**src/rtl/blrv_pkg.sv**
```systemverilog
package blrv_pkg;

  localparam int unsigned ADDR_W = 15;

  // APB register byte offsets.
  localparam logic [11:0] OFS_CTRL   = 12'h000;
  localparam logic [11:0] OFS_LOCK   = 12'h004;
  localparam logic [11:0] OFS_FUSE   = 12'h008;
  localparam logic [11:0] OFS_STATUS = 12'h00c;
  localparam logic [11:0] OFS_RSTVEC = 12'h010;

  // Field positions.
  localparam int unsigned LOCK_APP_LO  = 0;
  localparam int unsigned LOCK_APP_HI  = 1;
  localparam int unsigned LOCK_BOOT_LO = 2;
  localparam int unsigned LOCK_BOOT_HI = 3;
  localparam int unsigned CTRL_IVSEL   = 0;
  localparam int unsigned CTRL_ERASE   = 1;
  localparam int unsigned CTRL_LMODE   = 2;

  // Reset values: 1 means unprogrammed.
  localparam logic [3:0] LOCK_RST       = 4'hf;
  localparam logic [1:0] LMODE_RST      = 2'h3;
  localparam logic [1:0] BOOT_SIZE_FUSES_RST     = 2'h0;
  localparam logic [1:0] PROT_FREE      = 2'h3;
  localparam logic [1:0] PROT_NO_WRITE  = 2'h2;
  localparam logic [1:0] PROT_LOCKED    = 2'h0;
  localparam logic [1:0] PROT_NO_READ   = 2'h1;
  localparam logic [ADDR_W-1:0] APP_RESET_ADDR = 15'h0000;
  localparam int unsigned SYNC_STAGES = 2;

  typedef struct packed {
    logic              req;
    logic              write;
    logic [ADDR_W-1:0] addr;
    logic [ADDR_W-1:0] pc;
  } blrv_acc_t;

  typedef struct packed {
    logic grant;
    logic block;
  } blrv_resp_t;

  typedef enum logic [1:0] {
    ST_STRAP = 2'b00,
    ST_RUN   = 2'b01
  } blrv_state_t;

  // Boot loader start word address for each boot size fuse code.
  function automatic logic [ADDR_W-1:0] boot_start(input logic [1:0] sz);
    unique case (sz)
      2'b00:   boot_start = 15'h3800;
      2'b01:   boot_start = 15'h3c00;
      2'b10:   boot_start = 15'h3e00;
      default: boot_start = 15'h3f00;
    endcase
  endfunction : boot_start

endpackage : blrv_pkg

```
**src/rtl/blrv_boot_lock.sv**
```systemverilog
// Design decisions made here: the register offsets and the APB register port.
`timescale 1ns/100ps
// How it works
// RQ1: Separate two-bit protection fields for application and boot sections.
// RQ2: Software may only program bits; only chip erase restores them. Here a CTRL write with the erase bit set also restores them.
// RQ3: General write lock mode 2 never gates self-programming stores.
// RQ4: General read/write lock mode 1 never gates core loads or stores.
// RQ5: Application field 11 leaves application accesses unrestricted.
// RQ6: Application field 10 blocks stores to application, loads allowed.
// RQ7: Application field 00 blocks stores and boot-code loads of it.
// RQ8: Application modes 00/01 mask interrupts in application if vectors boot.
// RQ9: Boot field 11 leaves boot section accesses unrestricted.
// RQ10: Boot field 10 blocks stores to the boot section.
// RQ11: Boot 00 blocks stores and app loads; 01 blocks only loads.
// RQ12: Boot modes 00/01 mask interrupts in boot if vectors in app.
// RQ13: Boot reset fuse 1 gives vector zero, 0 gives boot address.
// RQ14: Fuses are not writable by core software.
// RQ15: With hardware boot enabled, boot pin is input and caught at release.
// RQ16: Boot pin low at release forces the boot loader address.
// RQ17: Hardware boot enable fuse unprogrammed makes the pin irrelevant.
// RQ18: Stores only program when executed from the boot section.
// RQ19: Boot size fuses set the section boundary and boot address.
// RQ20: Either fuse or pin request selects boot address, else zero.
// RQ21: Blocked accesses change neither flash nor protection fields.
module blrv_boot_lock (
  input  wire logic                   sys_clk_i,
  input  wire logic                   reset_n_i,
  input  wire logic                   psel_i,
  input  wire logic                   penable_i,
  input  wire logic                   pwrite_i,
  input  wire logic [11:0]            paddr_i,
  input  wire logic [31:0]            pwdata_i,
  output logic      [31:0]            prdata_o,
  output logic                        pready_o,
  output logic                        pslverr_o,
  input  wire logic                   boot_reset_fuse_i,
  input  wire logic                   hw_boot_enable_fuse_i,
  input  wire logic [1:0]             boot_size_fuses_i,
  input  wire logic                   hw_boot_pin_i,
  output logic                        hw_boot_pin_oe_o,
  input  wire blrv_pkg::blrv_acc_t    acc_i,
  output blrv_pkg::blrv_resp_t        resp_o,
  input  wire logic                   lock_prog_i,
  input  wire logic [3:0]             lock_prog_data_i,
  input  wire logic                   chip_erase_i,
  input  wire logic                   ivec_in_boot_i,
  output logic                        irq_mask_o,
  output logic      [blrv_pkg::ADDR_W-1:0] reset_vector_o
);
  import blrv_pkg::*;

  // Protection state and the next value of every register but the pin synchroniser.
  logic [3:0]        lock_q;
  logic [3:0]        lock_d;
  logic [1:0]        lmode_q;
  logic [1:0]        lmode_d;
  logic [1:0]        pin_sync_q;
  logic              hwb_q;
  logic              hwb_d;
  logic              blocked_q;
  logic              blocked_d;
  blrv_state_t       state_q;
  blrv_state_t       state_d;
  logic [ADDR_W-1:0] vec_q;
  logic [ADDR_W-1:0] vec_d;
  logic [31:0]       rdata;
  logic [31:0]       prdata_q;
  logic [31:0]       prdata_d;

  // Stores pass where the low bit is unprogrammed: free and no-read modes.
  function automatic logic prot_wr_ok(input logic [1:0] field);
    unique case (field)
      PROT_FREE:     prot_wr_ok = 1'b1;
      PROT_NO_WRITE: prot_wr_ok = 1'b0;
      PROT_LOCKED:   prot_wr_ok = 1'b0;
      PROT_NO_READ:  prot_wr_ok = 1'b1;
    endcase
  endfunction : prot_wr_ok

  // Cross-section loads pass in the free and no-write modes only.
  function automatic logic prot_rd_ok(input logic [1:0] field);
    unique case (field)
      PROT_FREE:     prot_rd_ok = 1'b1;
      PROT_NO_WRITE: prot_rd_ok = 1'b1;
      PROT_LOCKED:   prot_rd_ok = 1'b0;
      PROT_NO_READ:  prot_rd_ok = 1'b0;
    endcase
  endfunction : prot_rd_ok

  // Modes that stop cross loads also mask interrupts on the far side.
  function automatic logic prot_irq_lock(input logic [1:0] field);
    unique case (field)
      PROT_FREE:     prot_irq_lock = 1'b0;
      PROT_NO_WRITE: prot_irq_lock = 1'b0;
      PROT_LOCKED:   prot_irq_lock = 1'b1;
      PROT_NO_READ:  prot_irq_lock = 1'b1;
    endcase
  endfunction : prot_irq_lock

  // Section test shared by the target address and the fetch address.
  function automatic logic in_boot(input logic [ADDR_W-1:0] a,
                                   input logic [ADDR_W-1:0] base);
    in_boot = a >= base;
  endfunction : in_boot

  // Section fields split out of the lock word.
  wire [1:0] app_prot_field     = {lock_q[LOCK_APP_HI], lock_q[LOCK_APP_LO]};
  wire [1:0] bootsec_prot_field = {lock_q[LOCK_BOOT_HI],
                                   lock_q[LOCK_BOOT_LO]};

  // Section boundary from the boot size fuses.
  wire [ADDR_W-1:0] boot_addr = boot_start(boot_size_fuses_i); // RQ19
  wire tgt_boot = in_boot(acc_i.addr, boot_addr); // RQ19
  wire pc_boot  = in_boot(acc_i.pc, boot_addr); // RQ19
  wire tgt_app  = !tgt_boot;
  wire pc_app   = !pc_boot;

  // Access kind as seen from the core.
  wire is_store   = acc_i.req && acc_i.write;
  wire is_load    = acc_i.req && !acc_i.write;
  wire same_sec   = tgt_boot == pc_boot;
  wire cross_app  = pc_boot && tgt_app;
  wire cross_boot = pc_app && tgt_boot;

  // Store permission ignores the general lock mode entirely.
  wire app_wr_ok  = prot_wr_ok(app_prot_field); // RQ3 RQ4 RQ5 RQ6 RQ7
  wire boot_wr_ok = prot_wr_ok(bootsec_prot_field); // RQ9 RQ10 RQ11
  wire sec_wr_ok  = tgt_boot ? boot_wr_ok : app_wr_ok;
  // Stores issued from application code never program anything.
  wire wr_ok      = pc_boot && sec_wr_ok; // RQ18

  // A load inside its own section is never blocked; only cross loads.
  wire app_rd_ok  = prot_rd_ok(app_prot_field); // RQ5 RQ6 RQ7
  wire boot_rd_ok = prot_rd_ok(bootsec_prot_field); // RQ9 RQ11
  wire x_app_ok   = !cross_app || app_rd_ok; // RQ7
  wire x_boot_ok  = !cross_boot || boot_rd_ok; // RQ11
  wire rd_ok      = same_sec || (x_app_ok && x_boot_ok); // RQ4

  // Grant and block come from the same terms, so exactly one answers a
  // request and neither moves while the core is idle.
  assign resp_o.grant = (is_store && wr_ok) || (is_load && rd_ok); // RQ21
  assign resp_o.block = (is_store && !wr_ok) || (is_load && !rd_ok); // RQ21

  // Interrupts are masked in the section that cannot reach the vectors.
  wire app_irq_lock  = prot_irq_lock(app_prot_field); // RQ8
  wire boot_irq_lock = prot_irq_lock(bootsec_prot_field); // RQ12
  wire irq_app_side  = ivec_in_boot_i && pc_app && app_irq_lock; // RQ8
  wire irq_boot_side = !ivec_in_boot_i && pc_boot && boot_irq_lock; // RQ12
  assign irq_mask_o  = irq_app_side || irq_boot_side;

  // APB decode; zero wait states, so every access phase completes.
  // Unmapped offsets answer with an error rather than stalling the bus.
  wire apb_acc    = psel_i && penable_i;
  wire wr_acc     = apb_acc && pwrite_i;
  wire rd_setup   = psel_i && !penable_i;
  wire hit_ctrl   = paddr_i == OFS_CTRL;
  wire hit_lock   = paddr_i == OFS_LOCK;
  wire hit_fuse   = paddr_i == OFS_FUSE;
  wire hit_status = paddr_i == OFS_STATUS;
  wire hit_rstvec = paddr_i == OFS_RSTVEC;
  wire mapped     = hit_ctrl || hit_lock || hit_fuse || hit_status ||
                    hit_rstvec;
  wire wr_ctrl    = wr_acc && hit_ctrl;
  wire wr_lock    = wr_acc && hit_lock;
  wire sw_erase   = wr_ctrl && pwdata_i[CTRL_ERASE]; // RQ2
  wire any_erase  = chip_erase_i || sw_erase; // RQ2

  // Lock word: bits only move toward zero until an erase.
  wire [3:0] sw_lock_mask   = wr_lock ? pwdata_i[3:0] : LOCK_RST; // RQ2
  wire [3:0] prog_lock_mask = lock_prog_i ? lock_prog_data_i : LOCK_RST;
  wire [3:0] lock_and       = lock_q & sw_lock_mask & prog_lock_mask;

  always_comb begin
    lock_d = lock_and; // RQ2
    if (any_erase) begin
      lock_d = LOCK_RST; // RQ2
    end
  end

  always_ff @(posedge sys_clk_i or negedge reset_n_i) begin
    if (!reset_n_i) begin
      lock_q <= LOCK_RST;
    end else begin
      lock_q <= lock_d; // RQ1
    end
  end

  // Lock mode is stored and readable but steers no flash access.
  // The erase bit is never stored, so it reads back as zero.
  assign lmode_d = wr_ctrl ? pwdata_i[CTRL_LMODE+1:CTRL_LMODE] : lmode_q;

  always_ff @(posedge sys_clk_i or negedge reset_n_i) begin
    if (!reset_n_i) begin
      lmode_q <= LMODE_RST;
    end else begin
      lmode_q <= lmode_d; // RQ3 RQ4
    end
  end

  // The synchroniser has no reset, so it keeps following the pin while
  // reset is held; the pin must stand for two edges before release.
  always_ff @(posedge sys_clk_i) begin
    pin_sync_q <= {pin_sync_q[0], hw_boot_pin_i}; // RQ15
  end
  wire pin_low = !pin_sync_q[1];

  // Strap decode: fuse request, or pin request when the pin is enabled.
  wire hw_req   = !hw_boot_enable_fuse_i && pin_low; // RQ15 RQ16 RQ17
  wire fuse_req = !boot_reset_fuse_i; // RQ13
  wire boot_req = fuse_req || hw_req; // RQ20
  wire [ADDR_W-1:0] strap_vec = boot_req ? boot_addr : APP_RESET_ADDR;

  // One strap cycle after reset, then the vector stays put until reset.
  always_comb begin
    state_d = state_q;
    hwb_d   = hwb_q;
    vec_d   = vec_q;
    unique case (state_q)
      ST_STRAP: begin
        state_d = ST_RUN;
        hwb_d   = hw_req; // RQ16
        vec_d   = strap_vec; // RQ13 RQ20
      end
      ST_RUN: begin
        state_d = ST_RUN; // RQ14
      end
      default: begin
        state_d = ST_STRAP;
      end
    endcase
  end

  always_ff @(posedge sys_clk_i or negedge reset_n_i) begin
    if (!reset_n_i) begin
      state_q <= ST_STRAP;
    end else begin
      state_q <= state_d;
    end
  end

  // The taken flag lets software tell a pin boot from a fuse boot.
  always_ff @(posedge sys_clk_i or negedge reset_n_i) begin
    if (!reset_n_i) begin
      hwb_q <= 1'b0;
    end else begin
      hwb_q <= hwb_d;
    end
  end

  // Fuses may move under reset only, so the vector is caught once.
  always_ff @(posedge sys_clk_i or negedge reset_n_i) begin
    if (!reset_n_i) begin
      vec_q <= APP_RESET_ADDR;
    end else begin
      vec_q <= vec_d;
    end
  end

  // Pin is never driven by this block.
  assign hw_boot_pin_oe_o = 1'b0; // RQ15
  assign reset_vector_o   = vec_q;

  // Sticky block flag; a block in the same cycle as a clear wins.
  always_comb begin
    blocked_d = blocked_q;
    if (wr_ctrl) begin
      blocked_d = 1'b0;
    end
    if (resp_o.block) begin
      blocked_d = 1'b1; // RQ21
    end
  end

  always_ff @(posedge sys_clk_i or negedge reset_n_i) begin
    if (!reset_n_i) begin
      blocked_q <= 1'b0;
    end else begin
      blocked_q <= blocked_d;
    end
  end

  // Fuse register is read-only; writes to it are dropped.
  wire [31:0] rd_lock   = {28'h0, lock_q};
  wire [31:0] rd_fuse   = {28'h0, boot_size_fuses_i, hw_boot_enable_fuse_i,
                           boot_reset_fuse_i}; // RQ14
  wire [31:0] rd_status = {29'h0, pin_sync_q[1], hwb_q, blocked_q};
  wire [31:0] rd_rstvec = {17'h0, vec_q};

  always_comb begin
    rdata = 32'h0000_0000;
    unique case (paddr_i)
      OFS_CTRL: begin
        rdata[CTRL_LMODE+1:CTRL_LMODE] = lmode_q;
      end
      OFS_LOCK: begin
        rdata = rd_lock;
      end
      OFS_FUSE: begin
        rdata = rd_fuse;
      end
      OFS_STATUS: begin
        rdata = rd_status;
      end
      OFS_RSTVEC: begin
        rdata = rd_rstvec;
      end
      default: begin
        rdata = 32'h0000_0000;
      end
    endcase
  end

  // Read data is caught in the setup cycle, so the access phase reads a
  // flop; a value that moves during the access phase is shown late.
  assign prdata_d = rd_setup ? rdata : prdata_q;

  always_ff @(posedge sys_clk_i or negedge reset_n_i) begin
    if (!reset_n_i) begin
      prdata_q <= 32'h0000_0000;
    end else begin
      prdata_q <= prdata_d;
    end
  end

  assign prdata_o  = prdata_q;
  assign pready_o  = 1'b1;
  assign pslverr_o = apb_acc && !mapped;

endmodule : blrv_boot_lock

```
**config.mk**
```make
export PLATFORM = sky130hd
export DESIGN_NAME = blrv_boot_lock
export DESIGN_NICKNAME = d
export VERILOG_FILES = /design/src/rtl/blrv_pkg.sv /design/src/rtl/blrv_boot_lock.sv
export SDC_FILE = /design/constraint.sdc
export NUM_CORES = 1
export LEC_CHECK = 0
export BUFFER_PORTS_ARGS = -buffer_cell sky130_fd_sc_hd__clkbuf_2
export CAP_MARGIN = 20
export CORE_MARGIN = 4
export CORE_UTILIZATION = 38
export CTS_CLUSTER_SIZE = 28
export DETAILED_ROUTE_END_ITERATION = 6
export PLACE_DENSITY_LB_ADDON = 0.08
export REMOVE_ABC_BUFFERS = 1
export SYNTH_ARGS = -nofsm -noshare
export SYNTH_HDL_FRONTEND = slang
export SYNTH_SLANG_ARGS = --single-unit
```
**constraint.sdc**
```tcl
create_clock -name sys_clk_i -period 3.9 [get_ports sys_clk_i]
set_clock_uncertainty 0.05 [all_clocks]
set_input_delay 0.78 -clock sys_clk_i [delete_from_list [all_inputs] [get_ports sys_clk_i]]
set_output_delay 0.78 -clock sys_clk_i [all_outputs]
set_load 0.05 [all_outputs]
```
# Word level (Yosys, flattened, before mapping)
# Index checks and enable logic that the tools add are counted.
totals:
  ff_bits: 59
  latchBits: 0
  ram_bits: 0
  rom_bits: 0
  input_bits: 93
  output_inout_bits: 53
  elab_cells: 106
  memories: 0
classes:
  n_addsub: 0
  multipliers: 0
  n_div: 0
  n_lt_le_gt_ge: 2
  eq_ne: 14
  shifts: 0
  muxes: 18
  bitwise: 2
  n_reduce_logical: 62
ops:
  columns: ["op", "n"]
  rows:
  - ["11-bit case mux with 3 select lines", 1]
  - ["15-bit greater-or-equal comparator", 2]
  - ["12-bit by 4-bit == test with 1-bit output (second input constant)", 2]
  - ["1-bit logical AND", 22]
  - ["2-bit OR reduction", 9]
  - ["15-bit 2-to-1 mux", 1]
  - ["1-bit logical NOT", 13]
  - ["12-bit by 3-bit == test with 1-bit output (second input constant)", 1]
  - ["12-bit by 5-bit == test with 1-bit output (second input constant)", 1]
  - ["12-bit logical NOT", 1]
  - ["1-bit logical OR", 12]
  - ["4-bit 2-to-1 mux", 3]
  - ["1-bit case mux with 2 select lines", 6]
  - ["11-bit 2-to-1 mux", 1]
  - ["2-bit == test (second input constant)", 5]
  - ["2-bit case mux with 5 select lines", 1]
  - ["4-bit bitwise AND", 2]
  - ["2-bit by 1-bit == test with 1-bit output (second input constant)", 4]
  - ["2-bit logical NOT", 4]
  - ["2-bit case mux with 4 select lines", 1]
  - ["1-bit 2-to-1 mux", 4]
  - ["2-bit nonzero test", 1]
  - ["1-bit == test", 1]

# Longest topological paths before layout
depth:
  depth_word: 13
  mapped_depth: 12
  mapped_depth_nobuf: 11

# Least setup slack after synthesis
# Ideal clock, no wire load.
synth_timing:
  kind: "in2out"
  startpoint: "input port boot_size_fuses_i[0]"
  endpoint: "output port resp_o[1] in the netlist's numbering"
  t_arrival_ns: 2.711
  required_time_ns: 3.070
  path_slack_ns: 0.359
  cell_stages: 11
  path_buffers: 0
  path_cell_list: "and2_1 -> ha_1 -> and2_1 -> nand4_1 -> a31oi_1 -> inv_1 -> ha_1 -> a22oi_1 -> o21bai_1 -> nor2_1 -> a41o_1"
synth_lines:
  columns: ["item", "line_no", "rtl"]
  rows:
  - ["start: declaration", "blrv_boot_lock.sv:38", "input wire logic [1:0] boot_size_fuses_i,"]
  - ["end: declaration", "blrv_boot_lock.sv:42", "output blrv_pkg::blrv_resp_t resp_o,"]

==> results by stage <==
Critical path:
- The critical path goes through clkbuf_2 > and2_1 > ha_1 > and2_1 > nand4_1 > a31oi_1 > buf_4 > inv_1 > ha_1 > a22oi_1 > o21bai_2 > nor2_1 > a41o_1 > buf_2.
- For the worst flop-to-flop path, the logic depth is 5.
- The setup slack of the most critical reg-to-reg path is around 2.6 ns.
- The startpoint type of the worst setup path is an input pin.
- The worst endpoint data arrival time is ~2.9 ns.
- Among all stages on the critical path, the largest delay is contributed by ha_1.
- The peak fanout along the critical path is 6.
- The kind of cell with the highest combined delay on the critical path is buffers and inverters.
- The worst setup path is of the in -> out kind.
- Data on the critical path is required at its endpoint by approximately 3 ns.
- The capturing point of the worst reg2reg path is blocked_q$_DFFE_PN0P_.
- The worst path buffer plus inverter count is 4.
- The launching point of the worst reg2reg path is lock_q[1]$_DFF_PN1_.
- The kind of capture point of the worst setup path is an output pin.
- The highest cell delay on the worst timing path is around 0.27 ns.

Floorplan:
- The full die area is 5510 um2.
- The y dimension of the die is about 74 um.
- The top-level port count is about 150.
- The total core area is about 4000 um2.
- The floorplan step set the die width to 74.2 um.
- After floorplanning, the core was divided into 23 placement rows.
- The initial core utilization is 0.405.

Power:
- Of the total power, the share spent switching nets is 0.385.
- Dividing total power by cell area gives a power density of ~300 nW/um2.
- The post-layout total power is between 600 and 700 uW.
- The largest vdd supply drop is about 0.00016 V.
- The share of total power dissipated in the clock network is 0.241.
- Of the total power, combinational logic draws 0.335.
- The standby leakage power is about 0.0011 uW.
- Of the total power, registers draw 0.424.
- The internal portion of the total power is around 370 uW.
- In this run the power spent charging and discharging nets is between 200 and 250 uW.

Timing:
- In the post-route analysis, the smallest setup slack over all paths is between 0.15 and 0.2 ns.
- The relative slew slack is 0.651.
- The portion of the clock cycle consumed by the worst path in the final layout is 0.955.
- Setup violations remaining at the end of the flow were counted as 0.
- Based on the critical path, the design can be clocked at up to between 200 and 300 MHz.
- The max-slew violation count is 0.
- The worst-case hold slack is about 0.28 ns.
- Setup repair after global routing left no endpoint under its margin.
- The final count of hold timing violations is 0.
- The worst path in the final design needs a cycle of ~3.7 ns, including I/O delays and setup.
- The slew of the pin with the lowest slew margin is roughly 0.52 ns.

Clock network:
- For this design, the sink count on the clock tree is 23.
- The clock insertion delay at the later pin of the skew report is about 0.26 ns.
- CTS built an H-tree with a depth of 1.
- The CTS tree is done.
- The clock passes through at most 2 buffers.
- The root buffer cell is clkbuf_8.
- The clock-pin slew of the registers on the worst-case setup and hold paths is about 0.080 ns.
- The CTS buffer count is 3.

Worst hold path:
- The startpoint of the lowest-slack hold path is pin_sync_q[0]$_DFF_P_.
- Along the worst hold path, the cell count comes to 0.
- The worst hold path terminates at pin_sync_q[1]$_DFF_P_.
- The path class of the tightest hold or removal check is reg -> reg.

Detailed routing:
- The number of iterations in the first detailed-routing pass is 4.
- The final routed DRC violation total is 0.
- The detail route stage leaves a number of antenna-violating nets equal to 0.
- The final routed wire length divided by cell count is about 12 um.
- For this block, the via count after detailed routing is roughly 1500.
- The via count normalized by instance count is roughly 4.7.
- Summed over all layers, the routed wires come to around 3.9 mm.
- The number of DRC markers in iteration 0 is 46.

Synth:
- In this run, synthesis inferred 0 flip-flops with an integrated enable.
- The post-synthesis sequential element count is 23.
- The post-synthesis cell type count is 46.
- The sequential share of the synthesized area is 0.344.
- The post-synthesis async set-or-reset flop share is 0.913.
- Among all flip-flop cells after synthesis, the most frequent one is dfrtp_1.
- The largest total area in the synthesized netlist belongs to dfrtp_1.
- By area the synthesized netlist is led by dfrtp_1, buf_4, dfstp_2.
- The cell area after synthesis is 1670 um2.
- The synthesized netlist cell count is 180.
- The mean post-synth cell area is between 9 and 10 um2.
- The count of warnings emitted by yosys is 0.
- The fraction of synthesized cell area taken by the top area cell type is 0.225.

Global route:
- The routing layer with the top usage in global route is met2.
- For met3 alone, demand over resource in global routing was 0.0176.
- The maximum number of pins on one net before global-route repair is 22.
- The first global-routing pass estimated about 6 mm of wire.
- For met2 alone, demand over resource in global routing was 0.234.
- For this run the aggregate overflow at the end of global routing stands at 0.
- The met1 track demand over resource in global routing is 0.182.
- The number of antenna violations at the first check in global routing came to 0.
- The via count of the first global-routing pass came to approximately 1400.
- Across every metal layer, demand over resource in global routing totals 0.137.

Layout:
- In the final layout, the share of cells above drive strength 1 is 0.420.
- The number of nets in the layout is about 360.
- The area growth from synthesis to layout is 22.8%.
- In the layout the commonest cells are clkbuf_2, conb_1, dfrtp_1, nand2_1, inv_1.
- The most common cell after layout, fill and taps aside is clkbuf_2.
- The filler cells instantiated in the layout total 422.
- The number of antenna diodes in the final layout is 0.

Place:
- Summed over all nets, the half-perimeter wirelength after detailed placement is about 3.3 mm.
- The global placer's final weighted congestion is 0.770.
- Prior to clock tree synthesis, the placed netlist has a worst setup slack of 0.0450 ns.
- The count of buffers added on input and output ports is between 80 and 90.

Run:
- The number of maximum-capacitance violations is 0.

Run status:
- The flow ran to the end, and the final reports show no timing, DRC or antenna violations.
routing by layer:
metal / share of wire / vias to the layer above / wire length [um]
li1: - / 733 / -
met1: 0.44 / 632 / 1690
met2: 0.42 / 98 / 1610
met3: 0.14 / 4 / 538
met4: 0.0093 / 0 / 36
met5: 0 / - / 0
Yosys cell counts, drive strengths merged (2+ instances only):
cell / instances
conb: 2
dfrtp: 15
buf: 39
nand4: 2
or4: 4
dfxtp: 2
nor3: 2
or3: 2
nor2: 9
a22o: 6
a31oi: 4
dfstp: 6
a21oi: 7
o21ai: 8
nand2: 14
and2: 2
nor4: 6
inv: 11
mux2i: 3
nand2b: 2
nand3: 2
mux2: 3
ha: 8
o221ai: 4
or2: 2
a221oi: 2
cell type report:
cell class / instances / area [um2] / share of cell area
clock buffers: 3 / 41.3 / 0.0202
clock inverters: 1 / 5.00 / 0.00245
inverters: 11 / 41.3 / 0.0202
multi-input cells: 138 / 883 / 0.432
flip-flops and latches: 23 / 573 / 0.280
well taps: 50 / 62.6 / 0.0306
repair buffers: 86 / 438 / 0.214
worst max-delay path by stage:
stage / depth (start not counted) / end / from / slack (ns)
floorplan: 9 / resp_o[0] / boot_size_fuses_i[0] / -0.007
global placement: 12 / resp_o[0] / boot_size_fuses_i[1] / 0.05
detailed placement: 12 / resp_o[0] / boot_size_fuses_i[1] / 0.05
CTS: 12 / resp_o[0] / boot_size_fuses_i[1] / 0.03
global route: 13 / resp_o[0] / boot_size_fuses_i[1] / 0.002
finish: 14 / resp_o[1] / boot_size_fuses_i[0] / 0.17
flip-flops by register name, indices dropped and copies added, names as in the netlist:
name,count
prdata_o,8
lock_q,4
reset_vector_o,4
lmode_q,2
pin_sync_q,2
blocked_q,1
hwb_q,1
state_q,1
kinds of logic (layout without fill, tap and decap cells):
kind of cell	Yosys count	in the layout	share of synthesized area
other	2	34	0.00451
buffers and inverters	51	101	0.201
DFF	23	23	0.344
AOI/OAI and AO/OA	38	38	0.159
muxes	6	6	0.0428
adders and majority gates	8	8	0.0601
and+or+nand+nor	52	52	0.189
power groups by stage:
stage / Clock, uW / Combinational, uW / Sequential, uW
6_report: 146 / 204 / 258
5_1_grt: 164 / 222 / 260
4_1_cts: 149 / 202 / 258
3_5_place_dp: 0 / 202 / 263
3_3_place_gp: 0 / 201 / 263
2_1_floorplan: 0 / 121 / 281
timing repair:
item,4_1_cts,5_1_grt
endpoints found under the hold margin,0,0
gates resized for setup,0,6
buffers inserted,0,1
hold buffers,0,0
setup endpoints to repair,0,2
stage by stage:
step	instances	utilization	TNS, ns	area [um2]
after floorplan	172	-	-0.00707	1490
after global placement	307	0.482	0	1980
after detailed placement	307	0.482	0	1980
after CTS	311	0.493	0	2030
after global routing	312	0.497	0	2040
final	312	0.497	0	2040
Power figures use the tool's default switching activity.
